File: config.mk
export PLATFORM = sky130hd
export DESIGN_NAME = hes_sequencer
export DESIGN_NICKNAME = d
export VERILOG_FILES = /design/src/verilog/hes_pkg.sv /design/src/verilog/hes_pause_timer.sv /design/src/verilog/hes_offset_adjust.sv /design/src/verilog/hes_sequencer.sv
export SDC_FILE = /design/constraint.sdc
export NUM_CORES = 1
export LEC_CHECK = 0
export BUFFER_PORTS_ARGS = -buffer_cell sky130_fd_sc_hd__buf_2
export CAP_MARGIN = 20
export CORE_MARGIN = 8
export CORE_UTILIZATION = 55
export DETAILED_ROUTE_END_ITERATION = 10
export PLACE_DENSITY = 0.75
export SLEW_MARGIN = 40
export SYNTH_ARGS = -nofsm -noshare
export SYNTH_HDL_FRONTEND = slang
export SYNTH_SLANG_ARGS = --single-unit
File: constraint.sdc
create_clock -name clk_i -period 4.3 [get_ports clk_i]
set_input_delay 0.43 -clock clk_i [delete_from_list [all_inputs] [get_ports clk_i]]
set_output_delay 0.43 -clock clk_i [all_outputs]
set_load 0.01 [all_outputs]
File: src/verilog/hes_pkg.sv
package hes_pkg;

  // register map
  localparam logic [7:0] ADDR_MODE = 8'h01;
  localparam logic [7:0] ADDR_RT_AMP = 8'h02;
  localparam logic [7:0] ADDR_SLOT_FIRST = 8'h04;
  localparam logic [7:0] ADDR_SLOT_LAST = 8'h0b;
  localparam logic [7:0] ADDR_LAUNCH = 8'h0c;
  localparam logic [7:0] ADDR_OFS_OVERDRIVE = 8'h0d;
  localparam logic [7:0] ADDR_OFS_SUSTAIN_POS = 8'h0e;
  localparam logic [7:0] ADDR_OFS_SUSTAIN_NEG = 8'h0f;
  localparam logic [7:0] ADDR_OFS_BRAKE = 8'h10;
  localparam logic [7:0] ADDR_VDD = 8'h21;

  // field positions
  localparam int SLOT_COUNT = 8;
  localparam int MODE_PWM_SEL_BIT = 3;
  localparam int MODE_STANDBY_BIT = 6;
  localparam int LAUNCH_BIT = 0;
  localparam int SLOT_WAIT_BIT = 7;

  // values after reset
  localparam logic [7:0] RST_SLOT = 8'h00;
  localparam logic [7:0] RST_OFS = 8'h00;
  localparam logic [7:0] RST_RT_AMP = 8'h00;
  localparam logic [7:0] RST_VDD = 8'h00;
  localparam logic RST_STANDBY = 1'b1;
  localparam logic RST_PWM_SEL = 1'b0;

  // timing
  localparam int CLK_HZ = 20_000_000;
  localparam int PAUSE_UNIT_MS = 10;
  localparam int PAUSE_UNIT_CYCLES = CLK_HZ / 1000 * PAUSE_UNIT_MS;

  typedef enum logic [2:0] {
    MODE_INT = 3'b000,
    MODE_EDGE = 3'b001,
    MODE_LEVEL = 3'b010,
    MODE_ANALOG_PWM = 3'b011,
    MODE_AUDIO = 3'b100,
    MODE_RT_AMP = 3'b101,
    MODE_DIAG = 3'b110,
    MODE_CAL = 3'b111
  } hes_mode_t;

  typedef enum logic [1:0] {
    SEQ_IDLE = 2'b00,
    SEQ_FETCH = 2'b01,
    SEQ_PLAY = 2'b10,
    SEQ_PAUSE = 2'b11
  } hes_seq_state_t;

  typedef struct packed {
    logic signed [7:0] overdrive;
    logic signed [7:0] sustain_pos;
    logic signed [7:0] sustain_neg;
    logic signed [7:0] brake;
  } hes_offsets_t;

  typedef struct packed {
    logic [15:0] dur;
    logic signed [7:0] level;
    logic peak_pos;
    logic peak_neg;
    logic is_ramp;
  } hes_seg_t;

  function automatic logic hes_is_continuous(input hes_mode_t m);
    hes_is_continuous = (m == MODE_ANALOG_PWM) || (m == MODE_AUDIO) || (m == MODE_RT_AMP);
  endfunction : hes_is_continuous

  function automatic logic hes_is_triggered(input hes_mode_t m);
    hes_is_triggered = (m == MODE_INT) || (m == MODE_EDGE) || (m == MODE_LEVEL);
  endfunction : hes_is_triggered

endpackage : hes_pkg

File: src/verilog/hes_pause_timer.sv
`timescale 1ns/1ps
module hes_pause_timer #(
  parameter int UNIT_CYCLES = hes_pkg::PAUSE_UNIT_CYCLES
) (
  // clock and reset
  input logic clk_i,
  input logic sys_rst_i,
  // control
  input logic start_i,
  input logic abort_i,
  input logic [6:0] units_i,
  // status
  output logic done_o
);
  import hes_pkg::*;

  logic [31:0] cyc;
  logic [6:0] units;
  logic busy;
  logic [31:0] next_cyc;
  logic [6:0] next_units;
  logic next_busy;
  logic next_done;

  always_comb
  begin
    next_cyc = cyc;
    next_units = units;
    next_busy = busy;
    next_done = 1'b0;
    if (abort_i)
    begin
      next_busy = 1'b0;
    end
    else if (start_i)
    begin
      next_busy = 1'b1;
      next_units = units_i;
      next_cyc = 32'h0000_0000;
    end
    else if (busy)
    begin
      if (units == 7'h00)
      begin
        next_busy = 1'b0;
        next_done = 1'b1;
      end
      else if (cyc == 32'(UNIT_CYCLES - 1))
      begin
        next_cyc = 32'h0000_0000;
        next_units = units - 7'h01;
      end
      else
      begin
        next_cyc = cyc + 32'h0000_0001;
      end
    end
  end

  always_ff @(posedge clk_i)
  begin
    if (sys_rst_i)
    begin
      cyc <= 32'h0000_0000;
      units <= 7'h00;
      busy <= 1'b0;
      done_o <= 1'b0;
    end
    else
    begin
      cyc <= next_cyc;
      units <= next_units;
      busy <= next_busy;
      done_o <= next_done;
    end
  end

endmodule : hes_pause_timer

File: src/verilog/hes_offset_adjust.sv
`timescale 1ns/1ps
module hes_offset_adjust (
  // clock and reset
  input logic clk_i,
  input logic sys_rst_i,
  // segment request from the playback engine
  input logic seg_req_i,
  input hes_pkg::hes_seg_t seg_i,
  input logic rom_play_i,
  input hes_pkg::hes_offsets_t offsets_i,
  // adjusted duration
  output logic adj_valid_o,
  output logic [15:0] adj_dur_o
);
  import hes_pkg::*;

  logic signed [7:0] ofs;
  logic signed [17:0] sum;
  logic [15:0] next_dur;

  always_comb
  begin
    if (seg_i.peak_pos)
      ofs = offsets_i.overdrive;
    else if (seg_i.peak_neg)
      ofs = offsets_i.brake;
    else if (seg_i.level >= 0)
      ofs = offsets_i.sustain_pos;
    else
      ofs = offsets_i.sustain_neg;
    sum = $signed({2'b00, seg_i.dur}) + 18'(ofs);
    if (!rom_play_i)
      next_dur = seg_i.dur;
    else if (sum < 0)
      next_dur = 16'h0000;
    else if (sum[16])
      next_dur = 16'hffff;
    else
      next_dur = sum[15:0];
  end

  always_ff @(posedge clk_i)
  begin
    if (sys_rst_i)
    begin
      adj_valid_o <= 1'b0;
      adj_dur_o <= 16'h0000;
    end
    else
    begin
      adj_valid_o <= seg_req_i;
      adj_dur_o <= seg_req_i ? next_dur : adj_dur_o;
    end
  end

  rom_gate_a: assert property (@(posedge clk_i) disable iff (sys_rst_i)
    seg_req_i && !rom_play_i |=> adj_valid_o && adj_dur_o == $past(seg_i.dur))
    else $error("non-rom segment duration altered");

endmodule : hes_offset_adjust

File: src/verilog/hes_sequencer.sv
`timescale 1ns/1ps
// Contract
// - launch starts playback from the first slot at 0x04; slots 0x04-0x0b
// - advance only to a non-zero slot; stop on zero or after eight
// - effect identifiers 1 to 127 index the rom library
// - slot top bit set means pause of low seven bits times 10 ms
// - time offsets at 0x0d-0x10 affect rom effects only
// - four signed 8-bit additive time offsets, zero by default
// - most positive segment is overdrive, most negative is brake
// - offsets apply to pairs and ramps; ramps use adjusted duration
// - real-time mode drives register amplitude until standby or mode change
// - real-time mode equals pwm mode with amplitude from register
// - analog input scales linearly, full scale equals 1.8 volts
// - continuous modes drive on entry, stop on standby or exit
// - writing launch flag at 0x0c starts; clearing it cancels
// - edge mode: rising pin edge sets launch; write clear still cancels
// - edge mode: rising edge while launch set cancels and clears it
// - edge mode: falling pin edge does nothing
// - level mode: launch flag follows the pin; fall cancels
// - supply measurement at 0x21 updated during playback
// - launch flag stays set while playing, clears on completion
// - continuous modes fire internally without touching launch bit
module hes_sequencer #(
  parameter int PAUSE_UNIT_CYC = hes_pkg::PAUSE_UNIT_CYCLES
) (
  // clock and reset
  input logic clk_i,
  input logic sys_rst_i,
  // register port behind the serial interface
  input logic reg_wr_i,
  input logic [7:0] reg_addr_i,
  input logic [7:0] reg_wdata_i,
  output logic [7:0] reg_rdata_o,
  // trigger and analog sources
  input logic trigger_input_pin_i,
  input logic [7:0] pwm_duty_i,
  input logic [7:0] adc_level_i,
  input logic [7:0] vdd_level_i,
  // playback engine
  input logic effect_done_i,
  input logic seg_req_i,
  input hes_pkg::hes_seg_t seg_i,
  output logic effect_start_o,
  output logic [6:0] effect_id_o,
  output logic effect_cancel_o,
  output logic rom_play_o,
  output logic fire_o,
  output logic drive_en_o,
  output logic [7:0] drive_amp_o,
  output logic adj_valid_o,
  output logic [15:0] adj_dur_o
);
  import hes_pkg::*;

  // register state
  logic [7:0] slots [0:SLOT_COUNT-1];
  logic [7:0] next_slots [0:SLOT_COUNT-1];
  hes_offsets_t offsets, next_offsets;
  hes_mode_t mode, next_mode;
  logic standby, next_standby;
  logic pwm_sel, next_pwm_sel;
  logic launch, next_launch;
  logic launch_prev;
  logic trig_prev;
  logic [7:0] rt_amp, next_rt_amp;
  logic [7:0] vdd, next_vdd;
  logic [7:0] next_rdata;
  logic [7:0] next_amp;
  logic next_fire, next_drive_en;
  // sequencer state
  hes_seq_state_t state, next_state;
  logic [2:0] idx, next_idx;
  logic [6:0] next_id;
  logic next_start, next_cancel, seq_done, pause_go, pause_done;
  logic abort, trig_rise, cont, wr_launch;
  logic [7:0] slot;
  logic [2:0] slot_sel;

  assign cont = hes_is_continuous(mode);
  assign trig_rise = trigger_input_pin_i && !trig_prev;
  assign wr_launch = reg_wr_i && (reg_addr_i == ADDR_LAUNCH);
  assign slot_sel = 3'(reg_addr_i - ADDR_SLOT_FIRST);
  assign slot = slots[idx];
  assign abort = !launch || standby || !hes_is_triggered(mode);

  always_comb
  begin
    next_slots = slots;
    next_offsets = offsets;
    next_mode = mode;
    next_standby = standby;
    next_pwm_sel = pwm_sel;
    next_rt_amp = rt_amp;
    next_launch = launch;
    if (reg_wr_i)
    begin
      if (reg_addr_i >= ADDR_SLOT_FIRST && reg_addr_i <= ADDR_SLOT_LAST)
        next_slots[slot_sel] = reg_wdata_i;
      case (reg_addr_i)
        ADDR_MODE:
        begin
          next_mode = hes_mode_t'(reg_wdata_i[2:0]);
          next_pwm_sel = reg_wdata_i[MODE_PWM_SEL_BIT];
          next_standby = reg_wdata_i[MODE_STANDBY_BIT];
        end
        ADDR_RT_AMP: next_rt_amp = reg_wdata_i;
        ADDR_OFS_OVERDRIVE: next_offsets.overdrive = reg_wdata_i;
        ADDR_OFS_SUSTAIN_POS: next_offsets.sustain_pos = reg_wdata_i;
        ADDR_OFS_SUSTAIN_NEG: next_offsets.sustain_neg = reg_wdata_i;
        ADDR_OFS_BRAKE: next_offsets.brake = reg_wdata_i;
        default: next_launch = launch;
      endcase
    end
    if (mode == MODE_LEVEL)
      next_launch = trigger_input_pin_i;
    else
    begin
      if (seq_done)
        next_launch = 1'b0;
      if (wr_launch)
        next_launch = reg_wdata_i[LAUNCH_BIT];
      // rising edge toggles; falling edge ignored
      if (mode == MODE_EDGE && trig_rise)
        next_launch = !launch;
    end
    if (standby)
      next_launch = 1'b0;
    next_vdd = drive_en_o ? vdd_level_i : vdd;
    // register amplitude; pwm duty; adc code is linear
    case (mode)
      MODE_RT_AMP: next_amp = rt_amp;
      MODE_ANALOG_PWM: next_amp = pwm_sel ? pwm_duty_i : adc_level_i;
      default: next_amp = 8'h00;
    endcase
    // continuous drive follows mode and standby
    next_drive_en = !standby && (cont || state == SEQ_PLAY || state == SEQ_PAUSE);
    next_fire = !standby && (cont || launch);
    case (reg_addr_i)
      ADDR_MODE: next_rdata = {1'b0, standby, 2'b00, pwm_sel, mode};
      ADDR_RT_AMP: next_rdata = rt_amp;
      ADDR_LAUNCH: next_rdata = {7'h00, launch};
      ADDR_OFS_OVERDRIVE: next_rdata = offsets.overdrive;
      ADDR_OFS_SUSTAIN_POS: next_rdata = offsets.sustain_pos;
      ADDR_OFS_SUSTAIN_NEG: next_rdata = offsets.sustain_neg;
      ADDR_OFS_BRAKE: next_rdata = offsets.brake;
      ADDR_VDD: next_rdata = vdd;
      default:
        next_rdata = (reg_addr_i >= ADDR_SLOT_FIRST && reg_addr_i <= ADDR_SLOT_LAST) ?
                     slots[slot_sel] : 8'h00;
    endcase
  end

  always_ff @(posedge clk_i)
  begin
    if (sys_rst_i)
    begin
      for (int i = 0; i < SLOT_COUNT; i++)
        slots[i] <= RST_SLOT;
      offsets <= {4{RST_OFS}};
      mode <= MODE_INT;
      standby <= RST_STANDBY;
      pwm_sel <= RST_PWM_SEL;
      rt_amp <= RST_RT_AMP;
      launch <= 1'b0;
      launch_prev <= 1'b0;
      trig_prev <= 1'b0;
      vdd <= RST_VDD;
      reg_rdata_o <= 8'h00;
      drive_amp_o <= 8'h00;
      drive_en_o <= 1'b0;
      fire_o <= 1'b0;
    end
    else
    begin
      slots <= next_slots;
      offsets <= next_offsets;
      mode <= next_mode;
      standby <= next_standby;
      pwm_sel <= next_pwm_sel;
      rt_amp <= next_rt_amp;
      launch <= next_launch;
      launch_prev <= launch;
      trig_prev <= trigger_input_pin_i;
      vdd <= next_vdd;
      reg_rdata_o <= next_rdata;
      drive_amp_o <= next_amp;
      drive_en_o <= next_drive_en;
      fire_o <= next_fire;
    end
  end

  always_comb
  begin
    next_state = state;
    next_idx = idx;
    next_id = effect_id_o;
    next_start = 1'b0;
    next_cancel = 1'b0;
    seq_done = 1'b0;
    pause_go = 1'b0;
    case (state)
      SEQ_IDLE:
        // start at first slot; always from zero
        if (launch && !launch_prev && !abort)
        begin
          next_idx = 3'h0;
          next_state = SEQ_FETCH;
        end
      SEQ_FETCH:
        if (abort)
          next_state = SEQ_IDLE;
        else if (slot == 8'h00)
        begin
          seq_done = 1'b1;
          next_state = SEQ_IDLE;
        end
        else if (slot[SLOT_WAIT_BIT])
        begin
          pause_go = 1'b1;
          next_state = SEQ_PAUSE;
        end
        else
        begin
          next_id = slot[6:0];
          next_start = 1'b1;
          next_state = SEQ_PLAY;
        end
      SEQ_PLAY, SEQ_PAUSE:
        if (abort)
        begin
          next_cancel = (state == SEQ_PLAY);
          next_state = SEQ_IDLE;
        end
        // pause expiry advances like effect end
        else if ((state == SEQ_PLAY && effect_done_i) || (state == SEQ_PAUSE && pause_done))
        begin
          if (idx == 3'(SLOT_COUNT - 1))
          begin
            seq_done = 1'b1;
            next_state = SEQ_IDLE;
          end
          else
          begin
            next_idx = idx + 3'h1;
            next_state = SEQ_FETCH;
          end
        end
      default: next_state = SEQ_IDLE;
    endcase
  end

  always_ff @(posedge clk_i)
  begin
    if (sys_rst_i)
    begin
      state <= SEQ_IDLE;
      idx <= 3'h0;
      effect_id_o <= 7'h00;
      effect_start_o <= 1'b0;
      effect_cancel_o <= 1'b0;
      rom_play_o <= 1'b0;
    end
    else
    begin
      state <= next_state;
      idx <= next_idx;
      effect_id_o <= next_id;
      effect_start_o <= next_start;
      effect_cancel_o <= next_cancel;
      rom_play_o <= (next_state == SEQ_PLAY);
    end
  end

  hes_pause_timer #(
    .UNIT_CYCLES(PAUSE_UNIT_CYC)
  ) u_pause (
    .clk_i(clk_i),
    .sys_rst_i(sys_rst_i),
    .start_i(pause_go),
    .abort_i(abort),
    .units_i(slot[6:0]),
    .done_o(pause_done)
  );

  hes_offset_adjust u_offset (
    .clk_i(clk_i),
    .sys_rst_i(sys_rst_i),
    .seg_req_i(seg_req_i),
    .seg_i(seg_i),
    .rom_play_i(rom_play_o),
    .offsets_i(offsets),
    .adj_valid_o(adj_valid_o),
    .adj_dur_o(adj_dur_o)
  );

  start_slot_a: assert property (@(posedge clk_i) disable iff (sys_rst_i)
    state == SEQ_IDLE && launch && !launch_prev && !abort |=> state == SEQ_FETCH && idx == 3'h0)
    else $error("launch did not start at first slot");
  zero_stop_a: assert property (@(posedge clk_i) disable iff (sys_rst_i)
    state == SEQ_FETCH && slot == 8'h00 && !abort && mode != MODE_LEVEL && !wr_launch
    && !trig_rise |=> state == SEQ_IDLE && !launch)
    else $error("zero slot did not end sequence");
  last_slot_a: assert property (@(posedge clk_i) disable iff (sys_rst_i)
    state == SEQ_PLAY && idx == 3'h7 && effect_done_i && !abort |=> state == SEQ_IDLE)
    else $error("sequence ran past eighth slot");
  id_range_a: assert property (@(posedge clk_i) disable iff (sys_rst_i)
    effect_start_o |-> effect_id_o != 7'h00 && rom_play_o)
    else $error("effect started with identifier zero");
  pause_entry_a: assert property (@(posedge clk_i) disable iff (sys_rst_i)
    state == SEQ_FETCH && slot[SLOT_WAIT_BIT] && !abort |=> state == SEQ_PAUSE ##1 !effect_start_o)
    else $error("wait slot played as effect");
  rt_amp_a: assert property (@(posedge clk_i) disable iff (sys_rst_i)
    mode == MODE_RT_AMP && !standby |=> drive_amp_o == $past(rt_amp))
    else $error("real-time amplitude not passed through");
  edge_cancel_a: assert property (@(posedge clk_i) disable iff (sys_rst_i)
    mode == MODE_EDGE && trig_rise && launch && !standby |=> !launch ##1 state == SEQ_IDLE)
    else $error("second edge did not cancel");
  level_track_a: assert property (@(posedge clk_i) disable iff (sys_rst_i)
    mode == MODE_LEVEL && !standby |=> launch == $past(trigger_input_pin_i))
    else $error("launch flag not tracking pin");
  cont_drive_a: assert property (@(posedge clk_i) disable iff (sys_rst_i)
    cont && !standby |=> drive_en_o)
    else $error("continuous mode not driving");
  fire_bit_a: assert property (@(posedge clk_i) disable iff (sys_rst_i)
    cont && !standby && !wr_launch |=> fire_o && launch == $past(launch))
    else $error("continuous fire changed launch bit");
  vdd_track_a: assert property (@(posedge clk_i) disable iff (sys_rst_i)
    drive_en_o |=> vdd == $past(vdd_level_i))
    else $error("supply report not updated during playback");

endmodule : hes_sequencer

# Word-level counts from Yosys, hierarchy flattened
# Index checks and enable logic that the tools add are counted.
# word_totals
reg_bits	211
inputBits	73
out_inout_bits	45
wordCells	191
# classes
addsub	5
magnitude_cmp	7
n_eq_ne	24
muxes	59
bitwise_logic	8
reduce_logical	52
# op_table
cell	count
$mux W32	4
$mux W8	10
$bwmux W64	1
$pmux W8 S8	1
$bmux W8 S3	2
$mux W16	3
$add A32 B1 Y32 const B	1
$eq A32 B18 Y1 const B	1
$eq A8 B4 Y1 const B	4
$mux W7	4
$demux W8 S3	1
$mux W1	20
$add A17 B8 Y18	1
$lt A18 B1 Y1 const B	1
$pmux W8 S2	1
$reduce_and A2 Y1	7
$mux W3	4
$logic_and A1 B1 Y1	11
$logic_or A1 B1 Y1	10
$mux W2	5
$ne A2 B2 Y1 const B	5
$eq A3 B3 Y1 const B	3
$eq A8 B1 Y1 const B	1
$eq A8 B2 Y1 const B	1
other kinds (32)	53

# Logic depth before layout (Yosys ltp)
# Gate-level depths: netlist (run 1).
# logic_depth
ltp_word	12
ltp_mapped	16
mapped_depth_nobuf	14

# Cells and area by module
# A second synthesis (run 1) with hierarchy kept.
# unflattened
cells_unflattened	1299
area_unflattened_um2	11365.9
# modules_own_cells
mod	instances	cells_per_inst	area_each_um2	seq_area_each_um2
hes_sequencer	1	772	7253.2	3062.9
hes_pause_timer	1	253	2089.5	820.8
hes_offset_adjust	1	274	2023.2	340.3

# Worst setup path after synthesis (run 1)
# No wires, ideal clock.
# synth_timing
kind	input to register
from	input seg_i[10] (netlist bit)
to	register u_offset.adj_dur_o[14]
setup_ns	0.091
arrival_time_ns	3.198
required_time_ns	4.209
path_slack_ns	1.011
cell_stages	12
cell_sequence	buf_4 -> mux2i_1 -> a221oi_4 -> ha_1 -> and3_1 -> clkbuf_1 -> nand3_1 -> o31ai_1 -> mux2i_1 -> clkbuf_1 -> o21ai_1 -> a311oi_1
# synth_via
elab_chain_len	8
elab_cells_between_ends	9
cone_classes	1 x add/sub; 2 x order compare; 6 x mux
# synth_lines
item	line	source
start, declared	hes_sequencer.sv:42	input hes_pkg::hes_seg_t seg_i,
$ge A8 B1 Y1 *	hes_offset_adjust.sv:27	else if (seg_i.level >= 0)
$mux W8 *	hes_offset_adjust.sv:27	
$mux W8 *	hes_offset_adjust.sv:25	else if (seg_i.peak_neg)
$mux W8 *	hes_offset_adjust.sv:23	if (seg_i.peak_pos)
$add A17 B8 Y18 *	hes_offset_adjust.sv:31	sum = $signed({2'b00, seg_i.dur}) + 18'(ofs);
$lt A18 B1 Y1 or $mux W16 (tied branches)	hes_offset_adjust.sv:34, hes_offset_adjust.sv:36	
$mux W16 *	hes_offset_adjust.sv:34	else if (sum < 0)
$mux W16 *	hes_offset_adjust.sv:32	if (!rom_play_i)
end signal, assigned	hes_offset_adjust.sv:52	adj_dur_o <= seg_req_i ? next_dur : adj_dur_o;
end, declared	hes_offset_adjust.sv:13	output logic [15:0] adj_dur_o
# Mark *: on every way between the ends. The rest lies on a longest branch, timed or not.
# A chain may end at the register's enable or synchronous reset.

# Worst setup path in the final report (run 1)
# layout_timing
from	register offsets[16] (netlist bit)
to	register u_offset.adj_dur_o[8]
# layout_via
elab_chain_len	7
elab_cells_between_ends	8
cone_classes	1 x add/sub; 1 x order compare; 6 x mux
# layout_lines
item	line	source
start, declared	hes_sequencer.sv:58	hes_offsets_t offsets, next_offsets;
start signal, assigned	hes_sequencer.sv:159	offsets <= {4{RST_OFS}};
start signal, assigned	hes_sequencer.sv:176	offsets <= next_offsets;
$mux W8 *	hes_offset_adjust.sv:27	
$mux W8 *	hes_offset_adjust.sv:25	
$mux W8 *	hes_offset_adjust.sv:23	
$add A17 B8 Y18 *	hes_offset_adjust.sv:31	
$lt A18 B1 Y1 or $mux W16 (tied branches)	hes_offset_adjust.sv:34, hes_offset_adjust.sv:36	
$mux W16 *	hes_offset_adjust.sv:34	
$mux W16 *	hes_offset_adjust.sv:32	
# Marked as above.

==> results.py, run 1 <==
metrics = {
    "routing": {
        "via_per_inst": 5.895,
        "ant_nets": 0,
        "routed-via-count": 9084,
        "drt_pass1_iterations": 5,
        "routed_wirelength_mm": 29.14,
        "first_iter_violations": 695,
        "routedWlPerCell_um": 18.91,
        "route.detailed.drc": 0,
    },
    "timing": {
        "period_minus_slack_ns": 3.493,
        "max_slew_margin_pct": 47.40,
        "post-route-period-util_pct": 81.24,
        "grt_setup_unrepaired": "no",
        "clock.fmax_mhz": 286.3,
        "worstMarginPinSlew_ns": 0.7890,
        "hold_viol": 0,
        "setup-violations-final": 0,
        "finalSetupTns_ns": 0,
        "slew_violations": 0,
        "fin_skew_ns": 0.02178,
    },
    "die": {
        "die_w_um": 157.6,
        "die_h_um": 157.6,
        "dieArea_sq_um": 24830,
        "rows": 51,
        "ios": 118,
        "coreArea_sq_um": 19590,
        "initial_utilization_pct": 56.27,
    },
    "outcome": {
        "status": "finished, final reports clean",
    },
    "clocking": {
        "ctsResizeCount": 0,
        "cts_setup_buffers": 0,
        "clock_sinks": 211,
        "h-tree-depth": 1,
        "clock_latency_ns": 0.52,
        "cts-buffers-inserted": 24,
        "path_clk_slew_ns": 0.06,
        "cts_max_path_buffers": 3,
        "clockRootBuffer": "clkbuf_16",
        "hold_buffers": 0,
        "cts_tree": "built",
    },
    "placement": {
        "gp_congestion": 0.8896,
        "dp_hpwl_mm": 20.07,
        "numPortBuffers": 109,
    },
    "pwr": {
        "ir_drop_uv": 332.3,
        "p_per_area_nw_per_um2": 345.3,
        "power_uw": 4287,
        "p_leak_uw": 0.004797,
    },
    "synth": {
        "netlist_instances": 1196,
        "synth_top_area_share_pct": 38.32,
        "ys_ff_latch": 211,
        "synth_top_family_by_area": "multiplexers",
        "syn-num-nets": 1292,
        "synth_common_cells": "211 x dfxtp_1, 188 x nor2_1, 117 x mux2i_1",
        "yosysWarnings": 0,
        "synthAdderAreaFrac_pct": 2.679,
        "synth-edff-count": 0,
        "synth.mux.area_fraction_pct": 20.47,
        "syn_avg_cell_area_sq_um": 9.217,
        "yosysMostFrequentCell": "dfxtp_1",
        "netlist_area_sq_um": 11020,
        "synth_area_leaders": "dfxtp_1 38%, mux2i_1 11%, mux4_2 6.7%",
        "synth_xor_area_share_pct": 3.337,
        "synth_flop_cell": "dfxtp_1",
        "synth_top_cell_by_area": "dfxtp_1",
        "synth.distinct_cells": 70,
        "synthArstFlopShare_pct": 0,
        "synth-seq-area-share_pct": 38.32,
        "synth_compound_area_share_pct": 12.22,
        "synthSimpleGateAreaFrac_pct": 19.31,
    },
    "finish": {
        "drive_gt1_share_pct": 18.89,
        "nFillCells": 1688,
        "num_antenna_cells": 0,
        "nets": 1359,
        "area_growth_pct": 12.61,
        "fin_util_pct": 63.36,
    },
    "global_routing": {
        "grt_max_degree": 77,
        "grt_pass1_vias": 8790,
        "grt_use_total_pct": 23.46,
        "overflow": 0,
        "grt_antenna_before_repair": 0,
        "grt_pass1_wl_mm": 46.71,
    },
    "flow_run": {
        "drv_cap": 0,
    },
    "setup_path": {
        "criticalPathCategory": "flop to flop",
        "start_kind": "flop",
        "cp_data_required_time_ns": 4.72,
        "critPathArrivalTime_ns": 3.91,
        "crit_path_end_kind": "flop",
        "crit_fanout": 14,
    },
    "worst_hold_path": {
        "hold_class": "input pin to flop",
    },
}
-- placed cells by master, fill, tap and decap left out, types with 22 or more instances in the layout --
master | synthesis | layout
buf_2 | 11 | 106
nand3_1 | 40 | 40
nand2_1 | 75 | 75
a21oi_1 | 53 | 53
xor2_1 | 24 | 24
mux4_2 | 33 | 33
nor2_1 | 188 | 188
ha_1 | 22 | 22
a22oi_1 | 24 | 24
dfxtp_1 | 211 | 210
o21ai_0 | 44 | 44
mux2i_1 | 117 | 117
mux2_2 | 29 | 29
nand2b_1 | 22 | 22
clkbuf_16 | 0 | 25
-- flip-flops by register name, summed over array words and instances (netlist names), 7 cells and up --
register / count
drive_amp_o: 8
effect_id_o: 7
offsets: 32
reg_rdata_o: 8
rt_amp: 8
slots: 64
u_offset.adj_dur_o: 16
u_pause.cyc: 32
u_pause.units: 7
vdd: 8
-- stage by stage --
step / setup slack (ns) / cell area (sq um) / instances / hold WS [ns]
6_report: 0.8066 / 12410 / 1541 / 0.1758
5_1_grt: 0.5042 / 12410 / 1541 / 0.1859
4_1_cts: 0.8462 / 12410 / 1541 / 0.1495
3_5_place_dp: 0.4933 / 11640 / 1502 / 0.4533
3_3_place_gp: 0.6095 / 11640 / 1502 / 0.4435
2_1_floorplan: 1.011 / 11020 / 1196 / 0.4297
-- path summary, 6_finish.rpt --
kind | to | cells after the start | from | slack, ns
max | u_offset.adj_dur_o[8] | 14 | offsets[16] | 0.81
min | trig_prev | 2 | trigger_input_pin_i | 0.18
max reg2reg | u_offset.adj_dur_o[8] | 14 | offsets[16] | 0.81
min reg2reg | u_pause.done_o | 2 | u_pause.busy | 0.47
-- layout make-up --
cell class              instances  area [sq um]  share of cell area, %
flip-flops and latches        211          4225                  34.04
clock buffers                  33         685.7                  5.524
repair buffers                119         628.1                  5.060
inverters                      18         67.56                 0.5443
multi-input cells             889          6395                  51.52
clock inverters                 6         80.08                 0.6451
well taps                     265         331.6                  2.671
-- where the power goes --
group | switching, uW | leakage (uW) | internal (uW) | total (uW)
combinational | 196 | 0.00271 | 109 | 305
sequential | 6.51 | 0.00170 | 1970 | 1970
clock | 786 | 0.000379 | 1220 | 2010
total | 989 | 0.00480 | 3300 | 4290
-- cell families (layout without fill, tap and decap cells) --
logic type      after synthesis  in the layout
simple gates                442            442
compound gates              202            202
fa+ha+maj                    23             23
xor+xnor                     42             42
mux                         180            180
flops                       211            211
buf+inv                      96            176
-- critical path: stages (launching register included) --
cell      delay [ns]
dfxtp_1         0.37
mux2i_1         0.09
nor2_1          0.09
a21oi_1         0.04
o21ai_0         0.24
ha_1            0.22
inv_1           0.06
fa_1            0.41
nand2b_1        0.18
a21oi_1         0.25
o211ai_1        0.25
or4_1           0.47
o211ai_2        0.26
o21ai_0         0.19
a311oi_1        0.28
-- metal layers --
metal | track usage (%) | up-vias | part of all wire [%]
li1 | - | 4430 | -
met5 | 0 | - | 0
met4 | 7.797 | 0 | 3.1
met1 | 31.64 | 4267 | 43
met2 | 37.61 | 323 | 46
met3 | 3.844 | 64 | 7.6
Note: power is estimated with default switching activity, not from simulation.
==> run 2: changes to the inputs <==
--- a/config.mk
+++ b/config.mk
@@ -5,12 +5,13 @@
 export SDC_FILE = /design/constraint.sdc
 export NUM_CORES = 1
 export LEC_CHECK = 0
+export ABC_AREA = 1
 export BUFFER_PORTS_ARGS = -buffer_cell sky130_fd_sc_hd__buf_2
 export CAP_MARGIN = 20
 export CORE_MARGIN = 8
-export CORE_UTILIZATION = 55
+export CORE_UTILIZATION = 54
 export DETAILED_ROUTE_END_ITERATION = 10
-export PLACE_DENSITY = 0.75
+export PLACE_DENSITY = 0.77
 export SLEW_MARGIN = 40
 export SYNTH_ARGS = -nofsm -noshare
 export SYNTH_HDL_FRONTEND = slang
==> constraint.sdc (replaced) <==
create_clock -name clk_i -period 3 [get_ports clk_i]
set_input_delay 0.3 -clock clk_i [delete_from_list [all_inputs] [get_ports clk_i]]
set_output_delay 0.3 -clock clk_i [all_outputs]
set_load 0.01 [all_outputs]
==> run 2 against run 1 <==
Compared with the run above:
- global-route usage grew 1.4 points
- cell count is 43% higher
- count of clock-buffer cells in the layout grew 5
- maximum frequency grew 31%
- core utilization shrank 1.2 points
- sequential power is 44% higher
- non-clock buffer count up 18
- first-iteration DRC count grew 57%
- routed wire length increased by 19%
==> results.py, run 2 <==
metrics = {
    "timing": {
        "timing.final.ws_setup_ns": 0.3346,
        "slew_violations": 0,
        "clock.fmax_mhz": 375.2,
        "fin_skew_ns": 0.01845,
        "grt_setup_unrepaired": "no",
        "finalSetupTns_ns": 0,
        "post-route-period-util_pct": 88.85,
        "period_minus_slack_ns": 2.665,
        "hold_viol": 0,
        "max_slew_margin_pct": 50.60,
        "setup-violations-final": 0,
        "worstMarginPinSlew_ns": 0.7361,
    },
    "routing": {
        "via_per_inst": 5.549,
        "first_iter_violations": 1094,
        "routed-via-count": 12242,
        "routed_wirelength_mm": 34.63,
        "ant_nets": 0,
        "route.detailed.drc": 0,
        "drt_pass1_iterations": 5,
        "routedWlPerCell_um": 15.70,
    },
    "synth": {
        "synth-seq-area-share_pct": 35.23,
        "synth-edff-count": 0,
        "synth_flop_cell": "dfxtp_1",
        "synth_top_cell_by_area": "dfxtp_1",
        "synth.distinct_cells": 46,
        "synth_common_cells": "419 x nand2_1, 225 x inv_1, 211 x dfxtp_1",
        "yosysMostFrequentCell": "nand2_1",
        "netlist_instances": 1829,
        "synth_area_leaders": "dfxtp_1 35%, nand2_1 13%, a21oi_1 8.3%",
        "ys_ff_latch": 211,
        "netlist_area_sq_um": 11990,
        "synth_top_area_share_pct": 35.23,
        "syn-num-nets": 1925,
        "syn_avg_cell_area_sq_um": 6.556,
        "yosysWarnings": 0,
        "synthArstFlopShare_pct": 0,
    },
    "global_routing": {
        "grt_use_total_pct": 24.89,
        "grtUsageMet1_pct": 33.10,
        "grtUsageMet2_pct": 40.30,
        "grt_pass1_vias": 11225,
        "overflow": 0,
        "use_met3_pct": 3.614,
        "grt_pass1_wl_mm": 55.81,
        "grt-busiest-layer": "met2",
        "grt_antenna_before_repair": 0,
        "grt_max_degree": 78,
    },
    "die": {
        "die_w_um": 165.0,
        "coreArea_sq_um": 21820,
        "ios": 118,
        "dieArea_sq_um": 27230,
        "initial_utilization_pct": 54.94,
        "die_h_um": 165.0,
        "rows": 54,
    },
    "setup_path": {
        "cp_common_cell": "nand2_1",
        "crit_path_end_kind": "flop",
        "criticalPathCategory": "flop to flop",
        "r2r_start": "offsets[16]",
        "cp_data_required_time_ns": 3.40,
        "cpPeakStageDelay_ns": 0.41,
        "crit_start": "offsets[16]",
        "cp_top_family": "simple AND/OR/NAND/NOR gates",
        "crit_fanout": 16,
        "slowest_stage": "fa_1",
        "start_kind": "flop",
        "critPathArrivalTime_ns": 3.07,
        "path_cells": "inv_1, o21ai_0, o21ai_0, o21ai_0, ha_1, inv_1, fa_1, inv_1, nand3_1, nand2_1, nand2_1, nand2_1, nand2_1, nand2_1, nand2_1, nand2_1, buf_12, nand2_1, nand3_1, a21oi_1",
        "path_buf_inv": 4,
    },
    "placement": {
        "dp_worst_setup_slack_ns": 0.1911,
        "dp_hpwl_mm": 24.42,
        "gp_congestion": 0.9410,
        "placed_cells": 2156,
        "numPortBuffers": 109,
    },
    "finish": {
        "layout_commonest_cell": "nand2_1",
        "nFillCells": 2075,
        "num_antenna_cells": 0,
        "layout.cells.most_common_list": "419 x nand2_1, 224 x inv_1, 211 x dfxtp_1, 200 x a21oi_1, 164 x o21ai_0",
        "top_regs": "slots: 64 flops, offsets: 32 flops, u_pause.cyc: 32 flops",
        "top_register": "slots",
        "final_cell_count_no_fill": 2206,
        "drive_gt1_share_pct": 11.84,
        "nets": 2005,
        "area_growth_pct": 13.16,
        "largest_reg_flops": 64,
    },
    "clocking": {
        "clock_sinks": 211,
        "cts_max_path_buffers": 3,
        "h-tree-depth": 1,
        "cts_tree": "built",
        "path_clk_slew_ns": 0.06,
        "cts_setup_buffers": 0,
        "clock_latency_ns": 0.53,
        "cts-buffers-inserted": 25,
        "clockRootBuffer": "clkbuf_16",
    },
    "pwr": {
        "ir_drop_uv": 414.2,
        "p_leak_uw": 0.005853,
        "p_per_area_nw_per_um2": 476.4,
    },
    "outcome": {
        "status": "finished, final reports clean",
    },
    "worst_hold_path": {
        "hp-start": "vdd_level_i[5]",
        "hold_class": "input pin to flop",
    },
    "flow_run": {
        "drv_cap": 0,
    },
}
[run 2: cell count changes after synthesis, sizes merged, moves of 45 or more]
| cell | delta |
|---|---|
| nand2 | +354 |
| mux2i | -117 |
| a21oi | +147 |
| nor2 | -45 |
| nand3 | +94 |
| inv | +214 |
| o21ai | +127 |
[run 2: cell type report]
cell class | count | area [sq um] | share of cell area, %
clock buffer | 38 | 754.5 | 5.561
clock inverter | 6 | 87.58 | 0.6455
inverter | 236 | 885.9 | 6.529
multi-input combinational | 1298 | 6482 | 47.78
sequential | 211 | 4224 | 31.13
tap | 280 | 350.3 | 2.582
timing repair buffer | 137 | 783.3 | 5.773
[run 2: logic make-up (layout without fill, tap and decap cells)]
| logic type | Yosys count | count (layout) | share of synthesized area [%] |
|---|---|---|---|
| AO/OA/AOI/OAI | 430 | 430 | 19.73 |
| flip-flops | 211 | 211 | 35.23 |
| XOR/XNOR | 21 | 21 | 1.534 |
| buffers and inverters | 320 | 417 | 10.71 |
| AND/OR/NAND/NOR | 816 | 816 | 29.58 |
| adder cells (fa/ha/maj) | 23 | 23 | 2.463 |
| multiplexers | 8 | 8 | 0.7514 |
[run 2: per-layer routing]
layer | vias up | wire [um] | share of wire [%]
met4 | 0 | 1168 | 3.4
met5 | - | 0 | 0
met1 | 5514 | 15270 | 44
met2 | 479 | 15670 | 45
met3 | 66 | 2518 | 7.3
li1 | 6183 | - | -
[run 2: through the flow]
stage / area (sq um) / utilization, % / hold WS (ns) / total power [uW]
final: 13570 / 62.17 / 0.01453 / 6464
after global placement: 12670 / 58.04 / 0.4480 / 3404
after detailed placement: 12670 / 58.04 / 0.4451 / 3411
after global routing: 13570 / 62.17 / 0.02800 / 6679
after CTS: 13570 / 62.17 / 0.006232 / 6505
after floorplan: 11990 / - / 0.4246 / 3228
[run 2: path summary, 6_finish.rpt]
kind / to / cells after the start / slack [ns]
worst max-delay path: u_offset.adj_dur_o[6] / 20 / 0.33
worst min-delay path: vdd[5] / 3 / 0.01
worst max register to register: u_offset.adj_dur_o[6] / 20 / 0.33
worst min register to register: u_pause.done_o / 2 / 0.46
[run 2: what timing repair did]
action | CTS | global route
endpoints found under the hold margin | 6 | 0
gates resized for setup | 0 | 0
hold buffers | 6 | 0
[run 2: report_power, final]
part / total (uW) / switching, uW / internal (uW)
logic: 533 / 354 / 179
clock network: 3100 / 1200 / 1900
registers: 2830 / 9.04 / 2820
[run 2: worst reg2reg max path, stage by stage (launching register included)]
cell and delay [ns]:
dfxtp_1 0.30, inv_1 0.05, o21ai_0 0.15, o21ai_0 0.11, o21ai_0 0.12, ha_1 0.25, inv_1 0.07, fa_1 0.41
inv_1 0.12, nand3_1 0.08, nand2_1 0.10, nand2_1 0.05, nand2_1 0.09, nand2_1 0.08, nand2_1 0.06, nand2_1 0.04
nand2_1 0.10, buf_12 0.15, nand2_1 0.05, nand3_1 0.08, a21oi_1 0.08
